--- config.mk ---
export PLATFORM = sky130hd
export DESIGN_NAME = fmc_top
export DESIGN_NICKNAME = d
export VERILOG_FILES = /design/src/rtl/fmc_pkg.sv /design/src/rtl/fmc_fuse_if.sv /design/src/rtl/fmc_fuse_mem.sv /design/src/rtl/fmc_top.sv
export SDC_FILE = /design/constraint.sdc
export NUM_CORES = 1
export LEC_CHECK = 0
export BUFFER_PORTS_ARGS = -buffer_cell sky130_fd_sc_hd__buf_2
export CORE_MARGIN = 3
export CORE_UTILIZATION = 41
export DETAILED_ROUTE_END_ITERATION = 7
export PLACE_DENSITY_LB_ADDON = 0.1
export SLEW_MARGIN = 40
export SYNTH_ARGS = -nofsm -noshare
export SYNTH_HDL_FRONTEND = slang
export SYNTH_SLANG_ARGS = --single-unit
--- constraint.sdc ---
create_clock -name clk_i -period 3 [get_ports clk_i]
set_clock_uncertainty 0.2 [all_clocks]
set_input_delay 0.15 -clock clk_i [delete_from_list [all_inputs] [get_ports clk_i]]
set_output_delay 0.15 -clock clk_i [all_outputs]
set_load 0.005 [all_outputs]
--- src/rtl/fmc_pkg.sv ---
// Purpose: Shared constants for the fuse memory command control block
// Assumes: 8-bit register port, 16-entry fuse array of 8-bit words
// Notes:   Offsets are byte addresses on the plain register port
package fmc_pkg;

  // Register offsets
  localparam logic [7:0] OFF_CONFIG  = 8'h08; // Off-time, derating, dimming
  localparam logic [7:0] OFF_COMMAND = 8'h09; // Fuse command control
  localparam logic [7:0] OFF_DATA    = 8'h0a; // Fuse data
  localparam logic [7:0] OFF_STATUS  = 8'h0c; // Busy, lock, refused

  // Widths
  localparam int DATA_W = 8;
  localparam int ADDR_W = 4;

  // Configuration register fields
  localparam int CFG_TOFF_LSB  = 4;
  localparam int CFG_TOFF_MSB  = 7;
  localparam int CFG_DERATE    = 3;
  localparam int CFG_DIM_LSB   = 0;
  localparam int CFG_DIM_MSB   = 2;
  localparam logic [7:0] CFG_RESET = 8'h00;

  // Command register fields
  localparam int CMD_START     = 7;
  localparam int CMD_OP_LSB    = 5;
  localparam int CMD_OP_MSB    = 6;
  localparam int CMD_RSVD      = 4;
  localparam int CMD_ADDR_LSB  = 0;
  localparam int CMD_ADDR_MSB  = 3;

  // Status register fields
  localparam int STS_BUSY      = 0;
  localparam int STS_LOCK      = 1;
  localparam int STS_REFUSED   = 2;

  // Fuse lock location inside the fuse array
  localparam logic [3:0] LOCK_ADDR = 4'h0;
  localparam int         LOCK_BIT  = 7;

  // Fuse contents of a blank part
  localparam logic [7:0] FUSE_BLANK = 8'h00;
  localparam logic [7:0] ZERO_BYTE  = 8'h00;

  // Operation duration in clock cycles
  localparam int OP_CYCLES_DEF = 4;

  // Fuse commands
  typedef enum logic [1:0] {
    CMD_POINT   = 2'h0,
    CMD_REFRESH = 2'h1,
    CMD_LOAD    = 2'h2,
    CMD_ZAP     = 2'h3
  } fmc_cmd_t;

  // Sequencer states, one-hot
  typedef enum logic [2:0] {
    ST_IDLE  = 3'h1,
    ST_BUSY  = 3'h2,
    ST_APPLY = 3'h4
  } fmc_state_t;

endpackage : fmc_pkg

--- src/rtl/fmc_fuse_if.sv ---
// Purpose: Carrier between the command sequencer and the fuse array
// Assumes: One clock domain
// Notes:   ctrl drives operations, mem answers with registered data
`timescale 1ns/10ps
`default_nettype none
interface fmc_fuse_if;
  import fmc_pkg::*;

  logic              op_valid;  // One-cycle operation pulse
  fmc_cmd_t          op_cmd;    // Operation to apply
  logic [ADDR_W-1:0] op_addr;   // Fuse location
  logic [DATA_W-1:0] op_data;   // Byte for load or zap
  logic [ADDR_W-1:0] rd_addr;   // Address for next read word
  logic [DATA_W-1:0] rd_data;   // Registered read word
  logic [DATA_W-1:0] lock_word; // Registered word holding lock

  modport ctrl (output op_valid, op_cmd, op_addr, op_data, rd_addr,
                input  rd_data, lock_word);
  modport mem  (input  op_valid, op_cmd, op_addr, op_data, rd_addr,
                output rd_data, lock_word);
endinterface : fmc_fuse_if
`default_nettype wire

--- src/rtl/fmc_fuse_mem.sv ---
// Purpose: Fuse array with emulation shadow and registered read data
// Assumes: Zap only sets bits; shadow entry overrides fuse once loaded
// Notes:   Reset clears the array to model a blank part in simulation
`timescale 1ns/10ps
`default_nettype none
module fmc_fuse_mem
  import fmc_pkg::*;
#(
  parameter int DEPTH = 16
) (
  // Clock and reset
  input  wire logic clk_i,
  input  wire logic sys_rst_i,
  // Fuse access
  fmc_fuse_if.mem   fuse
);

  logic [DATA_W-1:0] fuse_q   [DEPTH];
  logic [DATA_W-1:0] shadow_q [DEPTH];
  logic [DEPTH-1:0]  shadow_vld_q;
  logic [DATA_W-1:0] view     [DEPTH];

  // Per-entry fuse, shadow and visible word
  for (genvar i = 0; i < DEPTH; i++) begin : g_entry
    assign view[i] = shadow_vld_q[i] ? shadow_q[i] : fuse_q[i];

    always_ff @(posedge clk_i) begin
      if (sys_rst_i) begin
        fuse_q[i]       <= FUSE_BLANK;
        shadow_q[i]     <= FUSE_BLANK;
        shadow_vld_q[i] <= 1'b0;
      end else if (fuse.op_valid && fuse.op_addr == ADDR_W'(i)) begin
        if (fuse.op_cmd == CMD_ZAP) begin
          fuse_q[i] <= fuse_q[i] | fuse.op_data; // Blown fuses stay blown
        end
        if (fuse.op_cmd == CMD_LOAD) begin
          shadow_q[i]     <= fuse.op_data;
          shadow_vld_q[i] <= 1'b1;
        end
      end
    end
  end

  // Registered read ports
  always_ff @(posedge clk_i) begin
    if (sys_rst_i) begin
      fuse.rd_data   <= FUSE_BLANK;
      fuse.lock_word <= FUSE_BLANK;
    end else begin
      fuse.rd_data   <= view[fuse.rd_addr];
      fuse.lock_word <= view[LOCK_ADDR];
    end
  end

endmodule : fmc_fuse_mem
`default_nettype wire

--- src/rtl/fmc_top.sv ---
// Purpose: Fuse memory command control and configuration register
// Assumes: Register port strobes are one cycle and never overlap
// Notes:   Command writes need the test pin; start bit self-clears
// Functional notes
// - Command writes accepted only with test pin high
// - Setting start bit executes selected command
// - Codes: point, refresh, load shadow, zap
// - Low nibble addresses the fuse location
// - Derating active while disable bit is zero
// - Config holds off-time, derate, dimming, reset zero
// - Data register feeds ops, reads addressed fuse
// - Lock bit blocks load and zap operations
//
// Decided for this implementation: the strobed register port.
`timescale 1ns/10ps
`default_nettype none
module fmc_top
  import fmc_pkg::*;
#(
  parameter int FUSE_DEPTH = 16,
  parameter int OP_CYCLES  = OP_CYCLES_DEF
) (
  // Clock and reset
  input  wire logic              clk_i,
  input  wire logic              sys_rst_i,
  // Test pin
  input  wire logic              test_mode_i,
  // Register port
  input  wire logic [7:0]        reg_addr_i,
  input  wire logic [DATA_W-1:0] reg_wdata_i,
  input  wire logic              reg_we_i,
  input  wire logic              reg_re_i,
  output logic      [DATA_W-1:0] reg_rdata_o,
  // Configuration outputs
  output logic      [3:0]        offtime_range_select_o,
  output logic                   power_derating_disable_o,
  output logic                   derating_active_o,
  output logic      [2:0]        dimming_frequency_factor_o,
  // Fuse status outputs
  output logic                   fuse_lock_bit_o,
  output logic                   fuse_busy_o
);

  // Timer wide enough to reach OP_CYCLES
  localparam int CNT_W = $clog2(OP_CYCLES + 1);

  // Register state
  logic [DATA_W-1:0] config_q;
  logic              start_q;
  fmc_cmd_t          cmd_q;
  logic [ADDR_W-1:0] addr_q;
  logic [ADDR_W-1:0] addr_d;
  logic [DATA_W-1:0] data_q;
  logic              lock_q;
  logic              refused_q;
  logic              derate_q;

  // Sequencer state
  fmc_state_t        state_q;
  fmc_state_t        state_d;
  logic [CNT_W-1:0]  cnt_q;

  // Decoded accesses
  logic              wr_cfg;
  logic              wr_cmd;
  logic              wr_cmd_ok;
  logic              wr_data;
  logic              wr_sts;
  logic              trigger;
  logic              protected_op;
  logic              apply;
  logic [DATA_W-1:0] rd_mux;

  fmc_fuse_if fuse ();

  fmc_fuse_mem #(
    .DEPTH (FUSE_DEPTH)
  ) u_mem (
    .clk_i     (clk_i),
    .sys_rst_i (sys_rst_i),
    .fuse      (fuse.mem)
  );

  // Write decode; command writes are dropped while a command runs
  assign wr_cfg    = reg_we_i && reg_addr_i == OFF_CONFIG;
  assign wr_cmd    = reg_we_i && reg_addr_i == OFF_COMMAND;
  assign wr_data   = reg_we_i && reg_addr_i == OFF_DATA;
  assign wr_sts    = reg_we_i && reg_addr_i == OFF_STATUS;
  assign wr_cmd_ok = wr_cmd && test_mode_i && state_q == ST_IDLE;
  assign trigger   = wr_cmd_ok && reg_wdata_i[CMD_START];
  assign apply     = state_q == ST_APPLY;

  // Load and zap are blocked once the part is locked
  assign protected_op = lock_q && (cmd_q == CMD_LOAD || cmd_q == CMD_ZAP);

  // Configuration register
  always_ff @(posedge clk_i) begin
    if (sys_rst_i) begin
      config_q <= CFG_RESET;
    end else if (wr_cfg) begin
      config_q <= reg_wdata_i;
    end
  end

  // Configuration outputs, all straight from flops
  // Derating flag is the inverse of the disable bit, one cycle later
  always_ff @(posedge clk_i) begin
    if (sys_rst_i) begin
      derate_q <= 1'b1;
    end else begin
      derate_q <= ~config_q[CFG_DERATE];
    end
  end

  assign offtime_range_select_o     = config_q[CFG_TOFF_MSB:CFG_TOFF_LSB];
  assign power_derating_disable_o   = config_q[CFG_DERATE];
  assign dimming_frequency_factor_o = config_q[CFG_DIM_MSB:CFG_DIM_LSB];
  assign derating_active_o          = derate_q;

  // Next fuse address, so the array read word tracks the register
  // The read port gets the next address, so a data read issued
  // right after a command write already sees the new location
  always_comb begin
    addr_d = addr_q;
    if (wr_cmd_ok) begin
      addr_d = reg_wdata_i[CMD_ADDR_MSB:CMD_ADDR_LSB];
    end else if (!test_mode_i && state_q == ST_IDLE) begin
      addr_d = '0;
    end
  end

  // Fuse address field; follows the decoded next address
  always_ff @(posedge clk_i) begin
    if (sys_rst_i) begin
      addr_q <= '0;
    end else begin
      addr_q <= addr_d;
    end
  end

  // Command field; cleared while the test pin is low and idle
  always_ff @(posedge clk_i) begin
    if (sys_rst_i) begin
      cmd_q <= CMD_POINT;
    end else if (wr_cmd_ok) begin
      // Reserved bit is not stored and reads back as zero
      cmd_q <= fmc_cmd_t'(reg_wdata_i[CMD_OP_MSB:CMD_OP_LSB]);
    end else if (!test_mode_i && state_q == ST_IDLE) begin
      cmd_q <= CMD_POINT;
    end
  end

  // Start bit: set by trigger, cleared at completion
  // Software polls it; it drops at the edge that ends the apply cycle
  always_ff @(posedge clk_i) begin
    if (sys_rst_i) begin
      start_q <= 1'b0;
    end else if (trigger) begin
      start_q <= 1'b1;
    end else if (apply) begin
      start_q <= 1'b0;
    end
  end

  // Data register for load and zap
  always_ff @(posedge clk_i) begin
    if (sys_rst_i) begin
      data_q <= ZERO_BYTE;
    end else if (wr_data) begin
      data_q <= reg_wdata_i;
    end
  end

  // Sequencer next state
  // Busy for OP_CYCLES cycles, then one apply cycle that acts
  always_comb begin
    state_d = state_q;
    unique case (state_q)
      ST_IDLE: begin
        if (trigger) begin
          state_d = ST_BUSY;
        end
      end
      ST_BUSY: begin
        if (cnt_q == CNT_W'(OP_CYCLES - 1)) begin
          state_d = ST_APPLY;
        end
      end
      ST_APPLY: begin
        state_d = ST_IDLE;
      end
      default: begin
        state_d = ST_IDLE;
      end
    endcase
  end

  // Sequencer state
  always_ff @(posedge clk_i) begin
    if (sys_rst_i) begin
      state_q <= ST_IDLE;
    end else begin
      state_q <= state_d;
    end
  end

  // Operation timer; runs only while busy, so each command starts at zero
  always_ff @(posedge clk_i) begin
    if (sys_rst_i) begin
      cnt_q <= '0;
    end else if (state_q == ST_BUSY) begin
      cnt_q <= cnt_q + CNT_W'(1);
    end else begin
      cnt_q <= '0;
    end
  end

  // Drive the fuse array
  // Point only moves the address; refused operations never reach it
  always_comb begin
    fuse.op_valid = apply && !protected_op && cmd_q != CMD_POINT;
    fuse.op_cmd   = cmd_q;
    fuse.op_addr  = addr_q;
    fuse.op_data  = data_q;
    fuse.rd_addr  = addr_d;
  end

  // Lock bit refreshed from the fuse array by a refresh command
  // Not loaded at reset; software must run a refresh first
  always_ff @(posedge clk_i) begin
    if (sys_rst_i) begin
      lock_q <= 1'b0;
    end else if (apply && cmd_q == CMD_REFRESH) begin
      lock_q <= fuse.lock_word[LOCK_BIT];
    end
  end

  // Sticky refused flag; a new refusal wins over a clear
  always_ff @(posedge clk_i) begin
    if (sys_rst_i) begin
      refused_q <= 1'b0;
    end else if (apply && protected_op) begin
      refused_q <= 1'b1;
    end else if (wr_sts && reg_wdata_i[STS_REFUSED]) begin
      refused_q <= 1'b0;
    end
  end

  // Busy output; registered next state so it lines up with state_q
  always_ff @(posedge clk_i) begin
    if (sys_rst_i) begin
      fuse_busy_o <= 1'b0;
    end else begin
      fuse_busy_o <= state_d != ST_IDLE;
    end
  end

  // Lock output, one cycle behind the internal lock
  always_ff @(posedge clk_i) begin
    if (sys_rst_i) begin
      fuse_lock_bit_o <= 1'b0;
    end else begin
      fuse_lock_bit_o <= lock_q;
    end
  end

  // Read multiplexer
  // Data reads see the word latched a cycle ago; a read right at the
  // apply edge still returns the old word, so poll the start bit first
  always_comb begin
    rd_mux = ZERO_BYTE;
    unique case (reg_addr_i)
      OFF_CONFIG: begin
        rd_mux = config_q;
      end
      OFF_COMMAND: begin
        rd_mux[CMD_START]                 = start_q;
        rd_mux[CMD_OP_MSB:CMD_OP_LSB]     = cmd_q;
        rd_mux[CMD_ADDR_MSB:CMD_ADDR_LSB] = addr_q;
      end
      OFF_DATA: begin
        rd_mux = fuse.rd_data;
      end
      OFF_STATUS: begin
        rd_mux[STS_BUSY]    = state_q != ST_IDLE;
        rd_mux[STS_LOCK]    = lock_q;
        rd_mux[STS_REFUSED] = refused_q;
      end
      default: begin
        rd_mux = ZERO_BYTE;
      end
    endcase
  end

  // Read data stands only in the cycle after the strobe
  always_ff @(posedge clk_i) begin
    if (sys_rst_i) begin
      reg_rdata_o <= ZERO_BYTE;
    end else if (reg_re_i) begin
      reg_rdata_o <= rd_mux;
    end else begin
      reg_rdata_o <= ZERO_BYTE;
    end
  end

endmodule : fmc_top
`default_nettype wire

# Word-level counts from Yosys, hierarchy flattened
# Memory sizes are Yosys's and may differ from the RTL's.
# Cells that the tools add are included.
[word_totals]
regBits = 74
ramBits = 256
inputBits = 21
out_inout_bits = 19
elab_cells = 337
memories = 2
[memory_table]
columns = ["memory", "words", "width", "rd", "rd_clocked_by_memory_dff", "wr", "line_no", "text"]
rows = [
  ["u_mem.fuse_q", 16, 8, 16, 0, 16, "fmc_fuse_mem.sv:18", "logic [DATA_W-1:0] fuse_q [DEPTH];"],
  ["u_mem.shadow_q", 16, 8, 16, 0, 16, "fmc_fuse_mem.sv:19", "logic [DATA_W-1:0] shadow_q [DEPTH];"],
]
[classes]
n_addsub = 1
n_lt_le_gt_ge = 1
n_eq_ne = 28
muxes = 166
n_bitwise = 52
reduce_logical = 56
[ops]
columns = ["op", "n"]
rows = [
  ["two-way mux 8 bit", 50],
  ["bitwise OR 8 bit", 16],
  ["two-way mux 1 bit", 104],
  ["binary-select mux 8 bit (select 4 bit)", 1],
  ["== test 4 bit, second input constant", 8],
  ["== test 8 x 4 -> 1 bit, second input constant", 4],
  ["bitwise OR 1 bit", 32],
  ["AND reduction 2 bit", 16],
  ["logical AND 1 bit", 30],
  ["== test 4 x 3 -> 1 bit, second input constant", 4],
  ["case mux 3 bit (4 select lines)", 1],
  ["case mux 3 bit (3 select lines)", 1],
  ["== test 4 x 2 -> 1 bit, second input constant", 2],
  ["two-way mux 4 bit", 2],
  ["nonzero test 2 bit", 4],
  ["== test 3 x 2 -> 1 bit, second input constant", 2],
  ["two-way mux 3 bit", 2],
  ["!= test 3 x 1 -> 1 bit, second input constant", 2],
  ["case mux 3 bit (2 select lines)", 1],
  ["greater-or-equal comparator 5 bit, second input constant", 1],
  ["inverter 4 -> 5 bit", 1],
  ["== test 2 bit, second input constant", 2],
  ["== test 4 x 1 -> 1 bit, second input constant", 1],
  ["zero test 4 bit", 1],
  ["11 further kinds", 16],
]

# Longest topological paths before layout
# Gate-level depths: netlist of run 1.
[logic_depth]
depth_word = 11
ltp_mapped = 11

# By module
# Synthesis of run 1 repeated with hierarchy kept, for this count alone.
[hier_totals]
hier_cells = 1215
area_unflattened_um2 = 15243.4
[by_module_without_submodules]
columns = ["module", "instances", "cells_each", "area_each_um2", "seq_area_each_um2"]
rows = [
  ["fmc_fuse_mem", 1, 1029, 13480.4, 8328.0],
  ["fmc_top", 1, 186, 1762.9, 840.8],
]

# Least setup slack after synthesis of run 1
# OpenSTA, ideal clock, no wires.
[synth_path]
path_kind = "input port to flip-flop"
from = "in reg_addr_i[1]"
to = "reg u_mem.fuse.rd_data[4]"
setup_time_ps = 130
arrival_ps = 2443
t_required_ps = 2670
path_slack_ps = 227
stages = 11
n_path_buf = 5
path_cell_list = "buf_2 > or4b_1 > clkbuf_1 > or4_1 > buf_4 > buf_2 > clkbuf_1 > a211oi_1 > a211oi_1 > o21ai_0 > o211ai_1"
[synth_between]
elab_chain_cells = 9
[synth_lines]
columns = ["item", "line_no", "text"]
rows = [
  ["start: declaration", "fmc_top.sv:29", "input wire logic [7:0] reg_addr_i,"],
  ["== test 8 x 4 -> 1 bit", "fmc_top.sv:86", "assign wr_cmd = reg_we_i && reg_addr_i == OFF_COMMAND;"],
  ["logical AND 1 bit", "fmc_top.sv:86", ""],
  ["logical AND 1 bit (2 in a row)", "fmc_top.sv:89", "assign wr_cmd_ok = wr_cmd && test_mode_i && state_q == ST_IDLE;"],
  ["two-way mux 4 bit", "fmc_top.sv:125", "if (wr_cmd_ok) begin"],
  ["inverter 4 -> 5 bit (not written as such)", "fmc_fuse_mem.sv:50", "fuse.rd_data <= view[fuse.rd_addr];"],
  ["binary-select mux 8 bit (select 4 bit)", "fmc_fuse_mem.sv:50", ""],
  ["two-way mux 8 bit (not written as such) (2 in a row)", "fmc_fuse_mem.sv:50", ""],
  ["end signal: assignment", "fmc_fuse_mem.sv:50", ""],
  ["end: declaration", "fmc_fuse_if.sv:20", "output rd_data, lock_word);"],
]
# No other way between the ends. The select of a mux whose other input is x is not followed.
# A chain may end at the register's enable or synchronous reset.

# Worst setup path in the final report of run 1
[layout_path]
from = "in reg_addr_i[0]"
to = "reg u_mem.fuse.rd_data[4]"
# Same word-level chain as after synthesis.

==> flow_results.xml, run 1 <==
<?xml version="1.0" encoding="UTF-8"?>
<metrics>
  <group name="global_route">
    <metric name="antenna_violations_before_repair" unit="">0</metric>
    <metric name="via_count_of_the_first_global_routing_pass" unit="">10992</metric>
    <metric name="grt_overflow_total" unit="">0</metric>
    <metric name="grt_max_degree" unit="">54</metric>
    <metric name="grt_first_pass_wirelength" unit="um">71500</metric>
    <metric name="grt_util_all_layers" unit="">0.241</metric>
  </group>
  <group name="synthesis">
    <metric name="syn-cell-area" unit="mm2">0.0154</metric>
    <metric name="synth-edff-count" unit="">256</metric>
    <metric name="yosys_warnings" unit="">0</metric>
    <metric name="ys_seq_elements" unit="">323</metric>
    <metric name="synthFlopType" unit="">edfxtp_1</metric>
    <metric name="yosysUniqueCellTypes" unit="">49</metric>
    <metric name="synth_nets" unit="">1389</metric>
    <metric name="ys_async_sr_fraction" unit="">0</metric>
    <metric name="synth-seq-area-share" unit="">0.586</metric>
    <metric name="synthesis.instances" unit="">1366</metric>
    <metric name="postSynthAreaPerCell" unit="um2">11.3</metric>
  </group>
  <group name="finish">
    <metric name="synth_to_layout_area_growth" unit="%">19.2</metric>
    <metric name="finish.net_count" unit="">1518</metric>
    <metric name="drive_gt1_frac" unit="">0.211</metric>
  </group>
  <group name="die">
    <metric name="core_area" unit="mm2">0.0368</metric>
    <metric name="floorplan.die.height" unit="um">200</metric>
    <metric name="fp-row-count" unit="">70</metric>
    <metric name="floorplan.die_area" unit="mm2">0.0399</metric>
    <metric name="io_pins" unit="">40</metric>
    <metric name="floorplan.initialDensity" unit="">0.419</metric>
    <metric name="floorplan.die.width" unit="um">200</metric>
  </group>
  <group name="setup_path">
    <metric name="crit_path_cell_chain" unit="">dlygate4sd3_1 &gt; buf_2 &gt; or4b_1 &gt; or4_4 &gt; buf_4 &gt; mux2_4 &gt; o31ai_1 &gt; buf_4 &gt; o32ai_2 &gt; o211ai_1</metric>
    <metric name="timing.setup.critical_path_class" unit="">primary input to flop</metric>
    <metric name="cp_max_fo" unit="">10</metric>
    <metric name="cp-end-kind" unit="">flop</metric>
    <metric name="worst_path_most_repeated_cell" unit="">buf_4</metric>
    <metric name="startpoint_type" unit="">primary input</metric>
    <metric name="cp_data_arrival_time" unit="ps">3250</metric>
    <metric name="peak_per_stage_delay_on_the_critical_path" unit="ps">670</metric>
    <metric name="cp_data_required_time" unit="ps">3250</metric>
    <metric name="cp_slowest_cell" unit="">or4_4</metric>
  </group>
  <group name="sta">
    <metric name="rsz0062_at_grt" unit="">true</metric>
    <metric name="setup_slack" unit="ps">4.13</metric>
    <metric name="finalCritPeriodShare" unit="">0.999</metric>
    <metric name="final-max-slew-violation-count" unit="">0</metric>
    <metric name="finalSetupTns" unit="ps">0</metric>
    <metric name="worst_slew_pin_slew" unit="ps">783</metric>
    <metric name="final.min_clock_period" unit="ps">3000</metric>
    <metric name="setup_viol" unit="">0</metric>
    <metric name="max-slew-margin-rel" unit="">0.477</metric>
    <metric name="finalHoldViolations" unit="">0</metric>
    <metric name="max_freq" unit="MHz">334</metric>
  </group>
  <group name="place">
    <metric name="routabilityCongestion" unit="">0.926</metric>
    <metric name="io_buffers" unit="">39</metric>
    <metric name="dpl.hpwl" unit="um">32100</metric>
    <metric name="dpl_worst_slack" unit="ps">-335</metric>
  </group>
  <group name="drt">
    <metric name="drtAntennaViolNets" unit="">0</metric>
    <metric name="first_pass_iters" unit="">5</metric>
    <metric name="drtIter0Drc" unit="">1063</metric>
    <metric name="wire_per_inst" unit="um">24.0</metric>
    <metric name="detail_route.drc_violations" unit="">0</metric>
    <metric name="final_routed_wirelength" unit="um">47700</metric>
    <metric name="detailroute.via_count" unit="">11226</metric>
    <metric name="via_per_inst" unit="">5.64</metric>
  </group>
  <group name="outcome">
    <metric name="run_status" unit="">finished clean</metric>
  </group>
  <group name="flow_run">
    <metric name="max_cap_viol_count" unit="">0</metric>
  </group>
  <group name="power">
    <metric name="power.share.clock" unit="">0.438</metric>
    <metric name="static-leakage-power" unit="nW">6.48</metric>
    <metric name="power.density" unit="mW/mm2">532</metric>
    <metric name="combPwrFrac" unit="">0.042</metric>
    <metric name="irDropWorstVdd" unit="V">0.000387</metric>
    <metric name="switching_power" unit="W">0.00214</metric>
    <metric name="internal_power" unit="W">0.00764</metric>
    <metric name="power_switching_share" unit="">0.219</metric>
    <metric name="power.sequential.fraction" unit="">0.520</metric>
  </group>
  <group name="cts">
    <metric name="clkTransAtPathRegs" unit="ps">60</metric>
    <metric name="cts_root_buffer" unit="">clkbuf_16</metric>
    <metric name="htree_levels" unit="">2</metric>
    <metric name="clockBufferDepth" unit="">3</metric>
    <metric name="clock-sinks" unit="">323</metric>
    <metric name="worstSkewPairLatency" unit="ps">540</metric>
    <metric name="cts_tree" unit="">built</metric>
    <metric name="cts_inserted_buffers" unit="">37</metric>
  </group>
  <group name="hold_path">
    <metric name="min-delay-path-class" unit="">primary input to flop</metric>
  </group>
</metrics>
logic make-up after synthesis:
| family | count (synthesis) | share of synthesized area |
|---|---|---|
| AO/OA/AOI/OAI | 282 | 0.130 |
| adder cells (fa/ha/maj) | 2 | 0.00162 |
| buffers and inverters | 116 | 0.0310 |
| flip-flops | 323 | 0.586 |
| multiplexers | 139 | 0.0959 |
| AND/OR/NAND/NOR | 504 | 0.155 |
metrics by stage:
step | std cells | hold slack [ps] | instance area (um2) | power [W] | util
after detailed placement | 1902 | 215 | 16900 | 0.00557 | 0.461
after floorplan | 1366 | 86.0 | 15400 | 0.00536 | -
after CTS | 1988 | 56.4 | 18300 | 0.00985 | 0.497
final | 1991 | 71.8 | 18400 | 0.00978 | 0.499
after global routing | 1990 | 105 | 18400 | 0.0101 | 0.499
after global placement | 1902 | 208 | 16900 | 0.00556 | 0.461
cell usage after synthesis, types with 3 or more instances:
library cell / n / area, um2
buf_1: 18 / 67.6
mux2i_1: 74 / 741
a222oi_1: 6 / 60.1
and2_1: 134 / 838
o32ai_1: 8 / 70.1
buf_2: 9 / 45.0
o31ai_1: 8 / 60.1
o21a_1: 49 / 368
o211ai_1: 8 / 60.1
nand2_1: 89 / 334
nor3_1: 8 / 40.0
buf_6: 3 / 33.8
nand3_1: 35 / 175
o21ai_0: 35 / 175
nand2b_1: 4 / 25.0
mux2_2: 64 / 721
nor2b_1: 7 / 43.8
a21o_1: 18 / 135
a211oi_1: 120 / 901
nor2_1: 208 / 781
clkbuf_1: 74 / 278
nor4_1: 4 / 25.0
a21oi_1: 22 / 110
edfxtp_1: 256 / 7690
inv_1: 8 / 30.0
dfxtp_1: 67 / 1340
cell type report:
type | instances | area, um2
Timing Repair Buffer | 196 | 1570
Clock inverter | 13 | 91.3
Inverter | 9 | 33.8
Clock buffer | 53 | 1030
Tap cell | 468 | 586
Fill cell | 3340 | 18400
Sequential cell | 323 | 9030
Antenna cell | 1 | 2.50
Multi-Input combinational cell | 928 | 6020
layer usage:
metal | part of all wire | GRT usage
met1 | 0.45 | 0.347
met2 | 0.45 | 0.382
met3 | 0.055 | 0.0287
met4 | 0.041 | 0.0822
met5 | 0 | 0
layout by cell type (no fill, tap or decap), types with 13 or more instances in the layout:
master / netlist / layout
nand3_1: 35 / 35
mux2_2: 64 / 64
buf_4: 2 / 127
o21ai_0: 35 / 29
buf_2: 9 / 39
dlygate4sd3_1: 0 / 18
clkbuf_16: 0 / 39
dfxtp_1: 67 / 67
a21o_1: 18 / 17
a21oi_1: 22 / 22
nor2_1: 208 / 208
a211oi_1: 120 / 110
and2_1: 134 / 133
edfxtp_1: 256 / 256
clkbuf_1: 74 / 13
o21a_1: 49 / 49
nand2_1: 89 / 89
mux2i_1: 74 / 73
sequential cells by signal, indices dropped and copies added (netlist names), 4 cells and up:
signal              cells
u_mem.fuse.rd_data      8
u_mem.shadow_q        128
config_q                8
data_q                  8
reg_rdata_o             8
addr_q                  4
u_mem.fuse_q          128
u_mem.shadow_vld_q     16
worst max-delay path, delay by kind of cell:
kind                   cells  cell delay [ps]
AND/OR/NAND/NOR            2             1130
buffers and inverters      4             1010
AO/OA/AOI/OAI              3              560
multiplexers               1              390
repair_timing:
item | 4_1_cts | 5_1_grt
cloned | 1 | 0
pin swaps | 0 | 1
endpoints found under the hold margin | 35 | 0
setup buffers | 1 | 2
resized for setup | 3 | 20
hold buffers | 18 | 0
endpoints found under the setup margin | 9 | 8
worst paths after layout:
path / startpoint / endpoint / slack [ps] / cells after the start
min: test_mode_i / cmd_q[0]$_SDFFE_PP0P_ / 70 / 6
max reg2reg: state_q[2]$_SDFF_PP0_ / u_mem.fuse.rd_data[4]$_SDFF_PP0_ / 60 / 8
max: reg_addr_i[0] / u_mem.fuse.rd_data[4]$_SDFF_PP0_ / 4 / 10
min reg2reg: cnt_q[0]$_SDFF_PP0_ / cnt_q[0]$_SDFF_PP0_ / 220 / 1
power groups by stage:
stage / Sequential, W / Combinational, W / Clock (W)
after floorplan: 0.00514 / 0.000222 / 0
after global placement: 0.00517 / 0.000389 / 0
after detailed placement: 0.00518 / 0.000390 / 0
after CTS: 0.00508 / 0.000408 / 0.00436
after global routing: 0.00510 / 0.000449 / 0.00454
final: 0.00508 / 0.000413 / 0.00428
Note: power is estimated with default switching activity, not from simulation.
==> run 2: changes to the inputs <==
--- a/config.mk
+++ b/config.mk
@@ -9,7 +9,7 @@
 export CORE_MARGIN = 3
 export CORE_UTILIZATION = 41
 export DETAILED_ROUTE_END_ITERATION = 7
-export PLACE_DENSITY_LB_ADDON = 0.1
+export PLACE_DENSITY = 0.52
 export SLEW_MARGIN = 40
 export SYNTH_ARGS = -nofsm -noshare
 export SYNTH_HDL_FRONTEND = slang
==> flow_results.xml, run 2 (synthesis results as in run 1) <==
<?xml version="1.0" encoding="UTF-8"?>
<metrics>
  <group name="sta">
    <metric name="worst_slew_pin_slew" unit="ps">744</metric>
    <metric name="max_freq" unit="MHz">342</metric>
    <metric name="setup_viol" unit="">0</metric>
    <metric name="rsz0062_at_grt" unit="">false</metric>
    <metric name="finalSetupTns" unit="ps">0</metric>
    <metric name="max-slew-margin-rel" unit="">0.504</metric>
    <metric name="final.min_clock_period" unit="ps">2920</metric>
    <metric name="finalCritPeriodShare" unit="">0.975</metric>
    <metric name="finalHoldViolations" unit="">0</metric>
    <metric name="final-max-slew-violation-count" unit="">0</metric>
  </group>
  <group name="outcome">
    <metric name="run_status" unit="">finished clean</metric>
  </group>
  <group name="hold_path">
    <metric name="worstHoldPathCells" unit="">6</metric>
    <metric name="min-delay-path-class" unit="">primary input to flop</metric>
    <metric name="worstHoldEndpoint" unit="">cmd_q[0]$_SDFFE_PP0P_</metric>
    <metric name="hold_start" unit="">test_mode_i</metric>
  </group>
  <group name="die">
    <metric name="floorplan.die.height" unit="um">200</metric>
    <metric name="floorplan.initialDensity" unit="">0.419</metric>
    <metric name="floorplan.die.width" unit="um">200</metric>
    <metric name="core_area" unit="mm2">0.0368</metric>
    <metric name="io_pins" unit="">40</metric>
    <metric name="fp-row-count" unit="">70</metric>
    <metric name="floorplan.die_area" unit="mm2">0.0399</metric>
  </group>
  <group name="cts">
    <metric name="cts_root_buffer" unit="">clkbuf_16</metric>
    <metric name="clock-sinks" unit="">323</metric>
    <metric name="clkTransAtPathRegs" unit="ps">60</metric>
    <metric name="cts_tree" unit="">built</metric>
    <metric name="htree_levels" unit="">2</metric>
    <metric name="worstSkewPairLatency" unit="ps">540</metric>
    <metric name="cts_inserted_buffers" unit="">38</metric>
    <metric name="clockBufferDepth" unit="">3</metric>
  </group>
  <group name="setup_path">
    <metric name="timing.reg2reg.worst_path_depth" unit="">9</metric>
    <metric name="cp_data_required_time" unit="ps">3260</metric>
    <metric name="critPathTopFamily" unit="">simple AND/OR/NAND/NOR gates</metric>
    <metric name="cp_data_arrival_time" unit="ps">3180</metric>
    <metric name="crit_buf_inv" unit="">3</metric>
    <metric name="timing.setup.critical_path_class" unit="">flop to flop</metric>
    <metric name="cp_max_fo" unit="">53</metric>
    <metric name="r2r_slack" unit="ps">80</metric>
    <metric name="worst_path_most_repeated_cell" unit="">buf_4</metric>
    <metric name="crit_path_cell_chain" unit="">buf_4 &gt; or4b_2 &gt; and2_2 &gt; a21o_1 &gt; buf_12 &gt; a211oi_1 &gt; buf_4 &gt; o21ai_1 &gt; o211ai_1</metric>
    <metric name="r2r_end" unit="">u_mem.fuse.rd_data[3]$_SDFF_PP0_</metric>
    <metric name="cp_slowest_cell" unit="">or4b_2</metric>
    <metric name="worst_r2r_startpoint" unit="">state_q[2]$_SDFF_PP0_</metric>
    <metric name="cp-end-kind" unit="">flop</metric>
    <metric name="startpoint_type" unit="">flop</metric>
    <metric name="peak_per_stage_delay_on_the_critical_path" unit="ps">740</metric>
  </group>
  <group name="finish">
    <metric name="synth_to_layout_area_growth" unit="%">18.7</metric>
    <metric name="layout.cells.most_common" unit="">edfxtp_1</metric>
    <metric name="total_area_of_multi_input_combinational_cells" unit="mm2">0.00605</metric>
    <metric name="finish.net_count" unit="">1492</metric>
    <metric name="antenna_cells_inserted" unit="">0</metric>
    <metric name="reg_top3" unit="">u_mem.fuse_q (128), u_mem.shadow_q (128), u_mem.shadow_vld_q (16)</metric>
    <metric name="drive_gt1_frac" unit="">0.207</metric>
    <metric name="finalCoreUtilization" unit="">0.497</metric>
    <metric name="ff_latch_area" unit="mm2">0.00904</metric>
    <metric name="layout_common_cells" unit="">edfxtp_1, nor2_1, and2_1</metric>
    <metric name="nFillCells" unit="">3330</metric>
  </group>
  <group name="place">
    <metric name="io_buffers" unit="">39</metric>
    <metric name="routabilityCongestion" unit="">0.872</metric>
    <metric name="dpl.hpwl" unit="um">31600</metric>
  </group>
  <group name="global_route">
    <metric name="grt_first_pass_wirelength" unit="um">70500</metric>
    <metric name="via_count_of_the_first_global_routing_pass" unit="">10778</metric>
    <metric name="grt_max_degree" unit="">54</metric>
    <metric name="antenna_violations_before_repair" unit="">2</metric>
    <metric name="grt_util_all_layers" unit="">0.237</metric>
    <metric name="grt_overflow_total" unit="">0</metric>
  </group>
  <group name="drt">
    <metric name="final_routed_wirelength" unit="um">46800</metric>
    <metric name="detailroute.via_count" unit="">11139</metric>
    <metric name="drtIter0Drc" unit="">967</metric>
    <metric name="detail_route.drc_violations" unit="">0</metric>
    <metric name="drtAntennaViolNets" unit="">0</metric>
    <metric name="first_pass_iters" unit="">5</metric>
    <metric name="wire_per_inst" unit="um">23.8</metric>
    <metric name="via_per_inst" unit="">5.67</metric>
  </group>
  <group name="power">
    <metric name="combPwrFrac" unit="">0.042</metric>
    <metric name="irDropWorstVdd" unit="V">0.000448</metric>
    <metric name="switching_power" unit="W">0.00218</metric>
    <metric name="static-leakage-power" unit="nW">6.40</metric>
    <metric name="internal_power" unit="W">0.00798</metric>
    <metric name="power_switching_share" unit="">0.214</metric>
    <metric name="power.density" unit="mW/mm2">556</metric>
    <metric name="power.sequential.fraction" unit="">0.500</metric>
    <metric name="power.share.clock" unit="">0.458</metric>
  </group>
  <group name="flow_run">
    <metric name="max_cap_viol_count" unit="">0</metric>
  </group>
</metrics>
-- run 2: cell type report --
class,instances,share of cell area
clock buffer,54,0.0604
clock inverter,13,0.00801
inverter,9,0.00185
multi-input combinational,927,0.331
sequential,323,0.494
tap,468,0.0320
timing repair buffer,170,0.0727
-- run 2: power groups by stage --
stage          Sequential (W)  Clock, W  Combinational, W
2_1_floorplan         0.00514         0          0.000222
4_1_cts               0.00508   0.00473          0.000419
3_3_place_gp          0.00517         0          0.000402
3_5_place_dp          0.00518         0          0.000399
6_report              0.00508   0.00465          0.000425
5_1_grt               0.00510   0.00490          0.000460
-- run 2: layer usage --
metal  global-route usage  wire (um)
met2                0.365      21000
met1                0.348      21700
met4               0.0783       1450
met3               0.0337       2700
met5                    0          0
-- run 2: timing repair --
action,CTS,global route
hold buffers,17,0
cloned,0,0
buffers inserted,0,1
endpoints found under the hold margin,33,0
pin swaps,2,2
setup endpoints to repair,8,8
gates resized for setup,9,24
-- run 2: how the worst max path moves through the flow --
stage                                     start                          endpoint  slack, ps  depth (start not counted)
final                     state_q[2]$_SDFF_PP0_  u_mem.fuse.rd_data[3]$_SDFF_PP0_         80                          9
after global routing              reg_addr_i[0]  u_mem.fuse.rd_data[3]$_SDFF_PP0_          2                          9
after CTS                         reg_addr_i[1]  u_mem.fuse.rd_data[0]$_SDFF_PP0_         10                         10
after detailed placement          reg_addr_i[4]  u_mem.fuse.rd_data[3]$_SDFF_PP0_       -380                          8
after global placement            reg_addr_i[4]  u_mem.fuse.rd_data[3]$_SDFF_PP0_       -360                          9
after floorplan                   reg_addr_i[1]  u_mem.fuse.rd_data[4]$_SDFF_PP0_        230                         11
-- run 2: worst min-delay path, cell delays in order --
cell	delay (ps)
buf_2	130
nand2_1	90
nor4_2	40
buf_4	190
nand2_1	80
a21oi_1	50
-- run 2: metrics by stage --
step	instances	cell area (um2)	setup WS, ps	hold slack (ps)	total power, W
6_report	1964	18300	75.9	55.0	0.0102
5_1_grt	1964	18300	2.03	89.8	0.0105
4_1_cts	1963	18200	10.7	37.3	0.0102
3_5_place_dp	1879	16700	-382	212	0.00558
3_3_place_gp	1879	16700	-358	211	0.00558
2_1_floorplan	1366	15400	227	86.0	0.00536
